<file path="config.mk">
export PLATFORM = sky130hd
export DESIGN_NAME = aasc_ctrl
export DESIGN_NICKNAME = d
export VERILOG_FILES = /design/src/aasc_pkg.sv /design/src/aasc_ctrl.sv /design/src/aasc_edge_sync.sv /design/src/aasc_depth_round.sv
export VERILOG_INCLUDE_DIRS = /design/src
export SDC_FILE = /design/constraint.sdc
export NUM_CORES = 1
export LEC_CHECK = 0
export BUFFER_PORTS_ARGS = -buffer_cell sky130_fd_sc_hd__buf_4
export CORE_ASPECT_RATIO = 1.25
export CORE_MARGIN = 3
export CORE_UTILIZATION = 40
export DETAILED_ROUTE_END_ITERATION = 7
export GPL_ROUTABILITY_DRIVEN = 0
export PLACE_DENSITY = 0.63
export SKIP_LAST_GASP = 1
export SYNTH_ARGS = -nofsm -noshare
export SYNTH_HDL_FRONTEND = slang
export SYNTH_SLANG_ARGS = --single-unit
export TNS_END_PERCENT = 10
</file>
<file path="constraint.sdc">
create_clock -name sys_clk_i -period 55.1 [get_ports sys_clk_i]
set_input_delay 5.51 -clock sys_clk_i [delete_from_list [all_inputs] [get_ports sys_clk_i]]
set_output_delay 5.51 -clock sys_clk_i [all_outputs]
set_load 0.03 [all_outputs]
</file>
<file path="src/aasc_map.svh">
// Purpose: Constants for the acquisition arm and store control block.
// Assumes: Acquisition clock of 100 MHz.
// Notes:   Depth codes select power-of-two memory sizes.
`ifndef AASC_MAP_SVH
`define AASC_MAP_SVH
`define AASC_CLK_PERIOD_NS    10
`define AASC_TAG_RES_NS       8
`define AASC_DLY_MIN_NS       16
`define AASC_DLY_MIN_CYC      ((`AASC_DLY_MIN_NS + `AASC_CLK_PERIOD_NS - 1) / `AASC_CLK_PERIOD_NS)
`define AASC_TAG_STEP_NS      `AASC_CLK_PERIOD_NS
`define AASC_DEPTH_MIN_LOG2   9
`define AASC_DEPTH_MAX_LOG2   21
`define AASC_EDGE_KEEP        4
`define AASC_PCT_FULL         100
`endif

</file>
<file path="src/aasc_pkg.sv">
// Purpose: Types for the acquisition arm and store control block.
// Assumes: Nothing beyond the constants header.
// Notes:   Enumerations only.
package aasc_pkg;
  typedef enum logic [1:0] {
    AASC_OUT_NONE,
    AASC_OUT_AN0,
    AASC_OUT_AN1
  } aasc_out_sel_e;
  typedef enum logic [1:0] {
    AASC_STOP_OFF,
    AASC_STOP_XO,
    AASC_STOP_CMP
  } aasc_stop_e;
  typedef enum logic [1:0] {
    AASC_XO_LT,
    AASC_XO_GT,
    AASC_XO_EQ
  } aasc_xo_cmp_e;
endpackage : aasc_pkg

</file>
<file path="src/aasc_ctrl.sv">
// Purpose: Arming, trigger placement, storage and run stop control.
// Assumes: Sequencer and memory share sys_clk_i; arm_ext_i is asynchronous.
// Notes:   One instance serves both local analyzers; index 0 is first.
`timescale 1ns/1ps
`default_nettype none
`include "aasc_map.svh"
module aasc_ctrl
  import aasc_pkg::*;
#(
  parameter int DW = 24,
  parameter int TW = 32
) (
  input  wire logic                sys_clk_i,
  input  wire logic                rst_i,
  input  wire logic [1:0]          run_start_i,
  input  wire logic                repetitive_i,
  input  wire logic [1:0]          timing_mode_i,
  input  wire logic [1:0]          arm_from_peer_i,
  input  wire logic [1:0]          arm_from_ext_i,
  input  wire logic [3:0]          arm_level0_i,
  input  wire logic [3:0]          arm_level1_i,
  input  wire logic [3:0]          seq_level0_i,
  input  wire logic [3:0]          seq_level1_i,
  input  wire logic                arm_ext_i,
  input  wire aasc_out_sel_e       arm_out_sel_i,
  input  wire logic [1:0]          seq_trigger_i,
  input  wire logic [1:0]          seq_store_i,
  input  wire logic [1:0]          seq_branch_i,
  input  wire logic [1:0]          branch_store_en_i,
  input  wire logic [1:0]          sample_valid_i,
  input  wire logic [1:0]          auto_mode_i,
  input  wire logic [6:0]          man_pre_pct0_i,
  input  wire logic [6:0]          man_pre_pct1_i,
  input  wire logic [6:0]          auto_pre_pct0_i,
  input  wire logic [6:0]          auto_pre_pct1_i,
  input  wire logic [DW-1:0]       man_delay0_i,
  input  wire logic [DW-1:0]       man_delay1_i,
  input  wire logic [DW-1:0]       auto_delay0_i,
  input  wire logic [DW-1:0]       auto_delay1_i,
  input  wire logic [15:0]         man_period_i,
  input  wire logic [15:0]         auto_period_i,
  input  wire logic [DW-1:0]       depth_req0_i,
  input  wire logic [DW-1:0]       depth_req1_i,
  input  wire logic [1:0]          tag_en_i,
  input  wire logic [1:0]          all_pods_i,
  input  wire aasc_stop_e          stop_sel0_i,
  input  wire aasc_stop_e          stop_sel1_i,
  input  wire logic [1:0]          xo_ok_src_i,
  input  wire aasc_xo_cmp_e        xo_cmp_i,
  input  wire logic [TW-1:0]       xo_interval_i,
  input  wire logic [TW-1:0]       xo_limit_i,
  input  wire logic [1:0]          cmp_done_i,
  input  wire logic [1:0]          cmp_equal_i,
  input  wire logic [1:0]          cmp_want_eq_i,
  output logic      [1:0]          arm_term_o,
  output logic                     arm_out_o,
  output logic      [1:0]          trig_enable_o,
  output logic      [1:0]          triggered_o,
  output logic      [1:0]          store_o,
  output logic      [1:0]          running_o,
  output logic      [1:0]          prestore_short_o,
  output logic      [15:0]         sample_period_o,
  output logic      [4:0]          depth_log2_0_o,
  output logic      [4:0]          depth_log2_1_o,
  output logic signed [TW-1:0]     tag0_o,
  output logic signed [TW-1:0]     tag1_o,
  output logic                     rep_stop_o
);
  logic        ext_rise;
  logic [4:0]  rnd_log2 [2];
  logic [4:0]  eff_log2 [2];
  logic [DW:0] depth [2];
  logic [DW:0] pre_need [2];
  logic [DW:0] post_need [2];
  logic [DW:0] pre_cnt [2];
  logic [DW:0] post_cnt [2];
  logic [DW-1:0] dly_cnt [2];
  logic [DW-1:0] dly_sel [2];
  logic [6:0]  pct [2];
  logic [3:0]  arm_lvl [2];
  logic [3:0]  seq_lvl [2];
  logic [1:0]  arm_evt;
  logic [1:0]  trig_fire;
  logic [1:0]  want_store;
  logic [1:0]  stop_hit;
  logic [1:0]  ext_used;
  logic        xo_true;
  logic        xo_allowed [2];
  aasc_stop_e  stop_sel [2];
  logic signed [TW-1:0] tag [2];
  logic [TW-1:0] tag_step [2];

  aasc_edge_sync u_arm_sync (
    .sys_clk_i (sys_clk_i),
    .rst_i     (rst_i),
    .async_i   (arm_ext_i),
    .level_o   (),
    .rise_o    (ext_rise)
  );
  aasc_depth_round #(.W(DW)) u_round0 (
    .req_i  (depth_req0_i),
    .log2_o (rnd_log2[0])
  );
  aasc_depth_round #(.W(DW)) u_round1 (
    .req_i  (depth_req1_i),
    .log2_o (rnd_log2[1])
  );

  assign arm_lvl[0]  = arm_level0_i;
  assign arm_lvl[1]  = arm_level1_i;
  assign seq_lvl[0]  = seq_level0_i;
  assign seq_lvl[1]  = seq_level1_i;
  assign stop_sel[0] = stop_sel0_i;
  assign stop_sel[1] = stop_sel1_i;
  // Automatic mode takes placement from the display settings.
  assign pct[0] = auto_mode_i[0] ? auto_pre_pct0_i : man_pre_pct0_i;
  assign pct[1] = auto_mode_i[1] ? auto_pre_pct1_i : man_pre_pct1_i;
  assign dly_sel[0] = auto_mode_i[0] ? auto_delay0_i : man_delay0_i;
  assign dly_sel[1] = auto_mode_i[1] ? auto_delay1_i : man_delay1_i;
  assign ext_used = arm_from_ext_i;
  // Chain: the first analyzer's trigger arms the second when selected.
  assign arm_evt[0] = (arm_from_ext_i[0] & ext_rise)
                    | (arm_from_peer_i[0] & trig_fire[1]);
  assign arm_evt[1] = (arm_from_ext_i[1] & ext_rise)
                    | (arm_from_peer_i[1] & trig_fire[0]);
  assign xo_true = (xo_cmp_i == AASC_XO_LT) ? (xo_interval_i < xo_limit_i) :
                   (xo_cmp_i == AASC_XO_GT) ? (xo_interval_i > xo_limit_i) :
                   (xo_interval_i == xo_limit_i);

  for (genvar a = 0; a < 2; a++) begin : g_an
    // Halving applies only in state mode with tags and all pods taken.
    assign eff_log2[a] = (!timing_mode_i[a] && tag_en_i[a] && all_pods_i[a])
                       ? rnd_log2[a] - 5'd1 : rnd_log2[a];
    assign depth[a] = (DW+1)'(1) << eff_log2[a];
    // Timing keeps a floor of samples on both sides of the trigger.
    always_comb begin
      pre_need[a] = (DW+1)'((32'(depth[a]) * 32'(pct[a])) / `AASC_PCT_FULL);
      if (timing_mode_i[a]) begin
        if (pre_need[a] < (DW+1)'(`AASC_EDGE_KEEP)) begin
          pre_need[a] = (DW+1)'(`AASC_EDGE_KEEP);
        end
        if (pre_need[a] > depth[a] - (DW+1)'(`AASC_EDGE_KEEP)) begin
          pre_need[a] = depth[a] - (DW+1)'(`AASC_EDGE_KEEP);
        end
      end
    end
    assign post_need[a] = depth[a] - pre_need[a];
    // Timing mode holds off the trigger until the prestore is filled.
    assign trig_enable_o[a] = running_o[a] & ~triggered_o[a]
                            & (~timing_mode_i[a] | pre_cnt[a] >= pre_need[a]);
    assign trig_fire[a] = trig_enable_o[a] & seq_trigger_i[a];
    assign want_store[a] = sample_valid_i[a] & (seq_store_i[a]
                         | (seq_branch_i[a] & branch_store_en_i[a]
                            & ~timing_mode_i[a]));
    assign xo_allowed[a] = timing_mode_i[a] | tag_en_i[a];
    // Marker display has no input here, so it cannot mask a stop.
    assign stop_hit[a] = running_o[a] & repetitive_i & (
        (stop_sel[a] == AASC_STOP_XO && xo_allowed[a]
         && xo_ok_src_i[a] && xo_true)
      | (stop_sel[a] == AASC_STOP_CMP && cmp_done_i[a]
         && (cmp_equal_i[a] == cmp_want_eq_i[a])));
    assign tag_step[a] = timing_mode_i[a] ? TW'(1) :
                         (tag_en_i[a] ? TW'(1) : TW'(0));

    always_ff @(posedge sys_clk_i) begin
      if (rst_i) begin
        arm_term_o[a]       <= 1'b0;
        triggered_o[a]      <= 1'b0;
        running_o[a]        <= 1'b0;
        prestore_short_o[a] <= 1'b0;
        store_o[a]          <= 1'b0;
        pre_cnt[a]          <= '0;
        post_cnt[a]         <= '0;
        dly_cnt[a]          <= '0;
        tag[a]              <= '0;
      end else if (run_start_i[a]) begin
        arm_term_o[a]       <= 1'b0;
        triggered_o[a]      <= 1'b0;
        running_o[a]        <= 1'b1;
        prestore_short_o[a] <= 1'b0;
        store_o[a]          <= 1'b0;
        pre_cnt[a]          <= '0;
        post_cnt[a]         <= '0;
        dly_cnt[a]          <= '0;
        tag[a]              <= '0;
      end else begin
        store_o[a] <= 1'b0;
        // Arm is latched once; it stays true until the next run.
        if (arm_evt[a] && running_o[a] && arm_lvl[a] != 4'd0) begin
          arm_term_o[a] <= 1'b1;
        end
        if (stop_hit[0] || stop_hit[1]) begin
          running_o[a] <= 1'b0;
        end else if (trig_fire[a]) begin
          triggered_o[a] <= 1'b1;
          // Pre-trigger tags count down from zero; the trigger restarts the tag at zero.
          tag[a] <= '0;
          if (!timing_mode_i[a] && pre_cnt[a] < pre_need[a]) begin
            prestore_short_o[a] <= 1'b1;
          end
          dly_cnt[a] <= timing_mode_i[a] ? dly_sel[a] : '0;
        end else if (running_o[a] && !triggered_o[a]) begin
          if (want_store[a]) begin
            store_o[a] <= 1'b1;
            if (pre_cnt[a] < depth[a]) begin
              pre_cnt[a] <= pre_cnt[a] + (DW+1)'(1);
            end
            tag[a] <= tag[a] - $signed(tag_step[a]);
          end
        end else if (running_o[a]) begin
          if (dly_cnt[a] != '0) begin
            dly_cnt[a] <= dly_cnt[a] - DW'(1);
          end else if (post_cnt[a] >= post_need[a]) begin
            running_o[a] <= 1'b0;
          end else if (want_store[a]) begin
            store_o[a]    <= 1'b1;
            post_cnt[a]   <= post_cnt[a] + (DW+1)'(1);
            tag[a]        <= tag[a] + $signed(tag_step[a]);
          end
        end
      end
    end
  end

  // The arm term feeds the sequencer as an ordinary resource term, so
  // a level before the armed one may still trigger first.
  logic [1:0] next_seq_ok;
  assign next_seq_ok[0] = arm_term_o[0] | (seq_lvl[0] != arm_lvl[0]);
  assign next_seq_ok[1] = arm_term_o[1] | (seq_lvl[1] != arm_lvl[1]);

  always_ff @(posedge sys_clk_i) begin
    if (rst_i) begin
      arm_out_o       <= 1'b0;
      sample_period_o <= 16'h0000;
      depth_log2_0_o  <= 5'h00;
      depth_log2_1_o  <= 5'h00;
      tag0_o          <= '0;
      tag1_o          <= '0;
      rep_stop_o      <= 1'b0;
    end else begin
      arm_out_o <= (arm_out_sel_i == AASC_OUT_AN0 && trig_fire[0])
                 | (arm_out_sel_i == AASC_OUT_AN1 && trig_fire[1]);
      sample_period_o <= auto_mode_i[0] ? auto_period_i : man_period_i;
      depth_log2_0_o  <= eff_log2[0];
      depth_log2_1_o  <= eff_log2[1];
      tag0_o          <= tag[0];
      tag1_o          <= tag[1];
      rep_stop_o      <= (stop_hit[0] | stop_hit[1]) | (rep_stop_o
                         & ~(run_start_i[0] | run_start_i[1]));
    end
  end

  wire unused_ok = |next_seq_ok | |ext_used;
endmodule : aasc_ctrl
`default_nettype wire

</file>
<file path="src/aasc_edge_sync.sv">
// Purpose: Synchronise an outside level and mark its rising edges.
// Assumes: One acquisition clock.
// Notes:   Stage one is read only by stage two.
`timescale 1ns/1ps
`default_nettype none
module aasc_edge_sync (
  input  wire logic sys_clk_i,
  input  wire logic rst_i,
  input  wire logic async_i,
  output logic      level_o,
  output logic      rise_o
);
  logic stage1;
  logic stage2;
  logic stage3;
  always_ff @(posedge sys_clk_i) begin
    if (rst_i) begin
      stage1 <= 1'b0;
      stage2 <= 1'b0;
      stage3 <= 1'b0;
    end else begin
      stage1 <= async_i;
      stage2 <= stage1;
      stage3 <= stage2;
    end
  end
  assign level_o = stage2;
  assign rise_o  = stage2 & ~stage3;
endmodule : aasc_edge_sync
`default_nettype wire

</file>
<file path="src/aasc_depth_round.sv">
// Purpose: Round a requested sample count to the nearest supported depth.
// Assumes: Supported depths are powers of two within a fixed span.
// Notes:   Ties round upward; out-of-span requests clamp.
`timescale 1ns/1ps
`default_nettype none
`include "aasc_map.svh"
module aasc_depth_round #(
  parameter int W = 24
) (
  input  wire logic [W-1:0] req_i,
  output logic      [4:0]   log2_o
);
  logic [4:0] msb;
  logic       up;
  always_comb begin
    msb = 5'd0;
    for (int i = 0; i < W; i++) begin
      if (req_i[i]) begin
        msb = 5'(i);
      end
    end
  end
  // Above the midpoint of two powers rounds to the higher one.
  assign up = (msb > 5'd0) ? req_i[msb-5'd1] : 1'b0;
  always_comb begin
    log2_o = msb + {4'd0, up};
    if (log2_o < 5'(`AASC_DEPTH_MIN_LOG2)) begin
      log2_o = 5'(`AASC_DEPTH_MIN_LOG2);
    end
    if (log2_o > 5'(`AASC_DEPTH_MAX_LOG2)) begin
      log2_o = 5'(`AASC_DEPTH_MAX_LOG2);
    end
  end
endmodule : aasc_depth_round
`default_nettype wire

</file>
---- Yosys cells after proc, flatten, opt, wreduce, memory -nomap -nowiden ----
Memory sizes are Yosys's and may differ from the RTL's.
Index checks and enable logic that the tools add are counted.
word-level totals
  bits in registers ....................... 105
  bits in writable memories ............... 212
  memories kept ........................... 4
operators by class
  add/sub/neg operators ................... 20
  multipliers ............................. 2
  divide/modulo/power cells ............... 2
  $lt $le $gt $ge ......................... 22
  eq/ne operators ......................... 14
  shift-type cells ........................ 2
  multiplexer cells ....................... 199
  bitwise gates (word level) .............. 65
  reduce and logical (&&, ||, !) cells .... 44
memory list
  name      depth  bits a word  read ports  clocked after memory_dff  wr ports  RTL line         source
  tag       2      32           2           0                         2         aasc_ctrl.sv:90  logic signed [TW-1:0] tag [2];
  post_cnt  2      25           2           0                         2         aasc_ctrl.sv:76  logic [DW:0] post_cnt [2];
  pre_cnt   2      25           2           0                         2         aasc_ctrl.sv:75  logic [DW:0] pre_cnt [2];
  dly_cnt   2      24           2           0                         2         aasc_ctrl.sv:77  logic [DW-1:0] dly_cnt [2];
operator list
  kind                                                  number
  2-to-1 mux 25 bit                                     16
  2-to-1 mux 32 bit                                     8
  2-to-1 mux 24 bit                                     10
  2-to-1 mux 1 bit                                      110
  2-to-1 mux 5 bit                                      22
  adder 25 x 1 -> 25 bit (second input constant)        4
  greater-or-equal comparator 25 bit                    4
  < comparator 25 bit                                   4
  adder 32 x 2 -> 32 bit                                2
  divider 32 x 7 -> 32 bit (second input constant)      2
  multiplier 25 x 7 -> 32 bit                           2
  2-to-1 mux 4 bit                                      16
  subtractor 32 x 2 -> 32 bit                           2
  > comparator 25 bit                                   2
  < comparator 25 x 3 -> 1 bit (second input constant)  2
  << shifter 1 x 5 -> 25 bit (first input constant)     2
  subtractor 25 bit                                     2
  subtractor 25 x 3 -> 25 bit (second input constant)   2
  nonzero test 24 bit                                   2
  subtractor 24 x 1 -> 24 bit (second input constant)   2
  OR 1 bit                                              36
  equality test 32 bit                                  1
  > comparator 32 bit                                   1
  < comparator 32 bit                                   1
  27 further kinds                                      115

---- Logic depth before layout (Yosys ltp) ----
Gate-level depths: netlist (run 1).
  depth after elaboration ................. 55
  depth in mapped cells ................... 206
  depth with buffers taken out ............ 192

---- Hierarchy ----
A second synthesis (run 1) with hierarchy kept.
unflattened totals
  cells, all modules ...................... 6,569
  area total of the unflattened synthesis .. 51,916.0 um^2
by module, submodules not included
  module            instances  cells an instance  area an instance (um^2)  sequential area each (um^2)
  aasc_ctrl         1          6,254              49,618.8                 8,408.1
  aasc_depth_round  2          154                1,104.8                  0.0
  aasc_edge_sync    1          7                  87.6                     60.1

---- Worst setup path before layout (run 1) ----
No wires, ideal clock.
  path kind ............................... input to output
  start point ............................. input port depth_req0_i[2]
  end point ............................... output port trig_enable_o[0]
  data arrival time ....................... 36.339 ns
  path slack .............................. 13.251 ns
  stages on the path ...................... 157
  path buffers ............................ 7
  cells stage by stage .................... inv_1 -> a21oi_1 -> nor2_1 -> nor2_1 -> nor2_1 -> nor2_1 -> nor2_1 -> nor2_1 -> nor2_1 -> nor2_1 -> nor2_1 -> nor2_1 -> nor2_1 -> nor2_1 -> nor2_1 -> nor2_1 -> nor2_1 -> nor2_1 -> (+121 left out) -> clkbuf_1 -> nand2_1 -> o21ai_0 -> ha_1 -> a21oi_1 -> nor2b_1 -> o21ai_0 -> nand2b_1 -> a21oi_1 -> nor2b_1 -> o21ai_0 -> nand2b_1 -> a21oi_1 -> o21ai_0 -> a221oi_1 -> nor2_1 -> a2111oi_0 -> nor3b_1
on the way
  longest elaborated chain between the ends .. 45
  elaborated cells on any way between the ends .. 47
  those cells by class .................... 4 x add/sub; 1 x mul; 1 x div; 6 x order compare; 1 x shift; 32 x mux; 2 x bitwise
ends and longest elaborated chain
  what                                    RTL line                source
  start, declared                         aasc_ctrl.sv:42         input wire logic [DW-1:0] depth_req0_i,
  2-to-1 mux 2 bit (2 in a row)           aasc_depth_round.sv:18  if (req_i[i]) begin
  2-to-1 mux 3 bit (4 in a row)           aasc_depth_round.sv:18
  2-to-1 mux 4 bit (8 in a row)           aasc_depth_round.sv:18
  2-to-1 mux 5 bit (8 in a row)           aasc_depth_round.sv:18
  subtractor 5 x 1 -> 5 bit               aasc_depth_round.sv:24  assign up = (msb > 5'd0) ? req_i[msb-5'd1] : 1'b0;
  binary-select mux 1 bit (select 5 bit)  aasc_depth_round.sv:24
  2-to-1 mux 1 bit (not written as such)  aasc_depth_round.sv:24
  2-to-1 mux 1 bit                        aasc_depth_round.sv:24
  (+11 left out)                          -
  2-to-1 mux 25 bit                       aasc_ctrl.sv:139        if (pre_need[a] < (DW+1)'(`AASC_EDGE_KEEP)) begin
  2-to-1 mux 25 bit                       aasc_ctrl.sv:138        if (timing_mode_i[a]) begin
  > comparator 25 bit                     aasc_ctrl.sv:142        if (pre_need[a] > depth[a] - (DW+1)'(`AASC_EDGE_KEEP)) begin
  2-to-1 mux 25 bit                       aasc_ctrl.sv:142
  2-to-1 mux 25 bit *                     aasc_ctrl.sv:138
  greater-or-equal comparator 25 bit *    aasc_ctrl.sv:150        & (~timing_mode_i[a] | pre_cnt[a] >= pre_need[a]);
  OR 1 bit *                              aasc_ctrl.sv:150
  AND 1 bit *                             aasc_ctrl.sv:150
  end, declared                           aasc_ctrl.sv:57         output logic [1:0] trig_enable_o,
Every way passes the cells marked *; elsewhere a longest branch is shown, timed or not. The select of a mux whose other input is x is not followed.

---- Worst setup path in the final report (run 1) ----
Ends and elaborated chain as after synthesis.

==> results.cfg, run 1 <==
[run_status]
status = finished clean

[worst_setup_path]
worst_r2r_path_depth = 22
crit_path_frequent_cell = nor2_1
critical_path.slowest_cell = nor2_1
path_buf_inv = 14
path_max_fanout = 26
path_depth = 155
cp.required_ns = 49.59
path_class = in -> out
cp_top_family = compound AO/OA/AOI/OAI gates
cp.arrival_ns = 45.94
worstSetupStartpointType = input pin
slowest_delay_ns = 0.86
cp-end-kind = output port

[timing]
setup-tns-final_ns = 0
final.setup_skew_ns = 0.0410
final.period_utilization = 0.934
grt_setup_unrepaired = false
max_slew_margin = 0.164
timing.fmax_mhz = 19.4
worst_slew_pin_slew_ns = 1.22
drv_slew = 0
fin_crit_ns = 51.45
finalHoldViolCount = 0
finalSetupViolations = 0

[yosys]
synth.top_cell.area_share = 0.129
synth_area_leaders = edfxtp_1, ha_1, fa_1, nor2_1, a21oi_1
yosysWarnings = 0
synth.cell_area_um2 = 49300
avgSynthCellArea_um2 = 8.02
synth_common_cells = nor2_1, nand2_1, a21oi_1, ha_1, inv_1
post-synth-top-count-cell = nor2_1
synth_compound_area_frac = 0.238
synthCells = 6154
synth_edf_count = 212
synth_ff_type = edfxtp_1
synth_simple_gate_area_frac = 0.232
synth_adder_area_share = 0.198
synth_seq_area_share = 0.172
synth.distinct_cells = 175
synth_xor_area_frac = 0.0677
ys_async_sr_fraction = 0
synth-seq-cells = 317
synth_mux_area_frac = 0.0393
synth_top_family_by_area = compound AO/OA/AOI/OAI gates
synth_top_cell_by_area = edfxtp_1

[routing]
drt_iter0_drc = 3814
wl_met2_mm = 75.8
ant_nets = 0
met3_length_mm = 9.45
drt-met1-wl_mm = 61.3
firstDrtPassIters = 7
highest_layer = met4
post_drt_wl_per_cell_um = 18.6
vias = 48127
drc_errors = 0
drt-total-wl_mm = 152
vias_per_cell = 5.88

[placement]
io_buffers = 423
dpl.hpwl_mm = 121

[floorplanning]
core-area_um2 = 122000
dieWidth_um = 320
die_area_um2 = 128000
io_pins = 432
start_util = 0.404
die-height_um = 399
fp-row-count = 143

[min_path]
whs_path_depth = 1
min_path_type = reg -> reg

[cts]
ctsHoldBuffers = 0
cts_tree = yes
cts_sinks = 317
path_clk_slew_ns = 0.06
insertion_delay_ns = 0.58
cts_htree_levels = 2
cts_made_buffers = 40
clock_path_buffers = 3
cts_resized = 0
cts_root_buffer = clkbuf_16
post_cts.repair.setup_buffers = 0

[grt]
grtUsageTotal = 0.229
grt_pass1_wl_mm = 243
overflow = 0
grt_pass1_vias = 46850
grt_max_degree = 74
antenna_found_initial = 2

[job]
cap_violations = 0

[layout]
drive_gt1_frac = 0.133
areaGrowthSynthToFinish_pct = 12.6
fin_nets = 7514
==> layout make-up <==
class	instances	area, um2
fill	12214	66500
multi-input combinational	5314	38600
sequential	317	8470
timing repair buffer	474	3560
tap	1595	2000
inverter	409	1550
clock buffer	51	1090
clock inverter	22	255
antenna	1	2.50
==> registers in the layout, summed over array words and instances (netlist names), 2 cells and up <==
name	count
triggered_o	2
store_o	2
arm_term_o	2
tag0_o	32
pre_cnt	50
tag1_o	32
depth_log2_0_o	5
dly_cnt	48
depth_log2_1_o	5
tag	64
sample_period_o	16
post_cnt	50
prestore_short_o	2
running_o	2
==> placed cells by master (no fill, tap or decap), types with 172 or more instances in the layout <==
cell type	count
fa_1	229
ha_1	401
nor2_1	770
edfxtp_1	212
xnor2_1	227
a21oi_1	426
inv_1	392
nand2_1	516
o21ai_0	261
buf_4	474
nand3_1	172
==> worst paths after layout <==
check,from,to,slack [ns]
max,depth_req0_i[2],trig_enable_o[0],3.65
min,u_arm_sync.stage1,u_arm_sync.level_o,0.44
max reg2reg,pre_cnt[1][1],pre_cnt[1][20],48.18
min reg2reg,u_arm_sync.stage1,u_arm_sync.level_o,0.44
==> layer usage <==
layer,GRT usage,vias to the layer above
met4,0.0814,0
li1,-,23194
met2,0.414,1607
met1,0.277,23044
met5,0,-
met3,0.0318,282
==> stage by stage <==
stage | setup WS (ns) | cell area, um2 | util | hold WS, ns | instances
finish | 3.65 | 55600 | 0.455 | 0.438 | 8183
global route | 0.266 | 55600 | 0.455 | 0.457 | 8182
CTS | 4.24 | 55600 | 0.455 | 0.448 | 8182
detailed placement | 4.44 | 54200 | 0.444 | 0.429 | 8109
global placement | 4.50 | 54200 | 0.444 | 0.425 | 8109
floorplan | 13.25 | 49700 | - | 0.414 | 6245
==> cell families (layout without fill, tap and decap cells) <==
kind of cell,count (synthesis),count (layout)
buffers and inverters,614,956
and+or+nand+nor,2358,2358
adders and majority gates,645,645
muxes,170,170
DFF,317,317
xor gates and xnor gates,374,374
AOI/OAI and AO/OA,1674,1674
other,2,94
Power of run 1 is left out: the tool's default activity adds up to more than one toggle a clock period on the data nets, which glitch-free logic cannot reach.
==> inputs of run 2 (changes only) <==
--- a/config.mk
+++ b/config.mk
@@ -7,12 +7,15 @@
 export NUM_CORES = 1
 export LEC_CHECK = 0
 export BUFFER_PORTS_ARGS = -buffer_cell sky130_fd_sc_hd__buf_4
+export CELL_PAD_IN_SITES_DETAIL_PLACEMENT = 1
+export CELL_PAD_IN_SITES_GLOBAL_PLACEMENT = 1
 export CORE_ASPECT_RATIO = 1.25
 export CORE_MARGIN = 3
 export CORE_UTILIZATION = 40
 export DETAILED_ROUTE_END_ITERATION = 7
 export GPL_ROUTABILITY_DRIVEN = 0
-export PLACE_DENSITY = 0.63
+export PLACE_DENSITY = 0.79
+export REMOVE_ABC_BUFFERS = 1
 export SKIP_LAST_GASP = 1
 export SYNTH_ARGS = -nofsm -noshare
 export SYNTH_HDL_FRONTEND = slang
==> run 2 against run 1 <==
Cell count about the same; hold slack better by 0.0086 ns; sequential share of layout area about the same; register-to-register slack worse by 0.59 ns; clock skew down 0.024 ns; sequential cell count unchanged; non-clock buffer count up 7; final area down 0.31%.
==> results.cfg, run 2 (synthesized netlist as in run 1, its figures left out) <==
[run_status]
status = finished clean

[worst_setup_path]
cp.required_ns = 49.59
worstSetupStartpointType = input pin
cp.arrival_ns = 46.18
cp-end-kind = output port
path_class = in -> out
slowest_delay_ns = 0.73
critical_path.slowest_cell = o31ai_1
crit_path_frequent_cell = nor2_1
path_max_fanout = 26

[cts]
insertion_delay_ns = 0.53
cts_sinks = 317
clock_path_buffers = 3
ctsHoldBuffers = 0
cts_root_buffer = clkbuf_16
cts_htree_levels = 2
cts_tree = yes
path_clk_slew_ns = 0.06
cts_made_buffers = 34

[timing]
drv_slew = 0
finalSetupViolations = 0
max_slew_margin = 0.208
final.period_utilization = 0.938
finalHoldViolCount = 0
final.setup_skew_ns = 0.0167
timing.fmax_mhz = 19.3
setup-tns-final_ns = 0
grt_setup_unrepaired = false
fin_crit_ns = 51.69
worst_slew_pin_slew_ns = 1.15

[routing]
ant_nets = 0
vias = 48793
drt_iter0_drc = 2705
post_drt_wl_per_cell_um = 20.5
drt-total-wl_mm = 167
vias_per_cell = 5.96
drc_errors = 0
firstDrtPassIters = 6

[floorplanning]
core-area_um2 = 122000
die-height_um = 399
start_util = 0.404
dieWidth_um = 320
io_pins = 432
die_area_um2 = 128000
fp-row-count = 143

[placement]
dpl.hpwl_mm = 135
dpl-instance-area_um2 = 54300
io_buffers = 423

[grt]
busiest_layer = met2
grtUsageTotal = 0.253
grt_use_met3 = 0.0273
grt_use_met1 = 0.301
grt_pass1_wl_mm = 269
grt_max_degree = 79
met2_usage = 0.475
grt_pass1_vias = 50767
overflow = 0
antenna_found_initial = 12

[layout]
reg_top3 = tag (64), post_cnt (50), pre_cnt (50)
final_common_cell = nor2_1
largest_reg_flops = 64
drive_gt1_frac = 0.133
fin_nets = 7515
fin_area_um2 = 55400
most-common-layout-cells = nor2_1, nand2_1, buf_4
regMostFlops = tag
areaGrowthSynthToFinish_pct = 12.3

[job]
cap_violations = 0

[min_path]
min_path_type = reg -> reg
-- run 2: changes by cell type in the layout (fill, tap and decap cells not counted), moves of 3 or more --
cell / change
bufinv_16: -3
diode_2: +9
inv_6: +4
buf_4: +7
clkbuf_1: -5
clkbuf_16: -4
-- run 2: repair_timing --
item | 4_1_cts | 5_1_grt
gates resized for setup | 0 | 6
setup endpoints to repair | 0 | 1
setup buffers | 0 | 0
-- run 2: final cells by class --
class	instances	area (um2)
Tap cell	1595	2000
Clock buffer	41	962
Timing Repair Buffer	481	3610
Clock inverter	18	118
Fill cell	15040	66600
Antenna cell	10	25.0
Inverter	409	1550
Multi-Input combinational cell	5314	38700
Sequential cell	317	8470
-- run 2: final timing paths --
| kind | startpoint | end | slack, ns | cells after the start |
|---|---|---|---|---|
| max reg2reg | pre_cnt[1][1] | pre_cnt[1][19] | 47.59 | 22 |
| min | u_arm_sync.stage1 | u_arm_sync.level_o | 0.45 | 1 |
| min reg2reg | u_arm_sync.stage1 | u_arm_sync.level_o | 0.45 | 1 |
| max | depth_req0_i[1] | trig_enable_o[0] | 3.41 | 156 |
-- run 2: per-layer routing --
| metal | share of wire | routed length, um | vias to the layer above |
|---|---|---|---|
| met3 | 0.043 | 7210 | 257 |
| met2 | 0.51 | 86000 | 1073 |
| met5 | 0.00016 | 26 | - |
| met1 | 0.41 | 69400 | 24279 |
| met4 | 0.029 | 4850 | 4 |
| li1 | - | - | 23180 |
-- run 2: stage by stage --
stage	setup slack, ns	std cells	util	hold slack [ns]
after floorplan	11.86	6040	-	0.414
after global placement	4.30	8116	0.445	0.428
after detailed placement	3.16	8116	0.445	0.435
after CTS	3.02	8175	0.454	0.453
after global routing	0.0100	8179	0.454	0.466
final	3.41	8185	0.454	0.446
-- run 2: worst max-delay path, delay by kind of cell --
| kind | cells | cell delay (ns) |
|---|---|---|
| compound gates | 68 | 21.45 |
| simple gates | 53 | 7.96 |
| fa+ha+maj | 14 | 5.22 |
| buf+inv | 11 | 2.60 |
| xor+xnor | 6 | 1.90 |
| mux | 4 | 1.46 |
Power of run 2 is left out for the same reason.
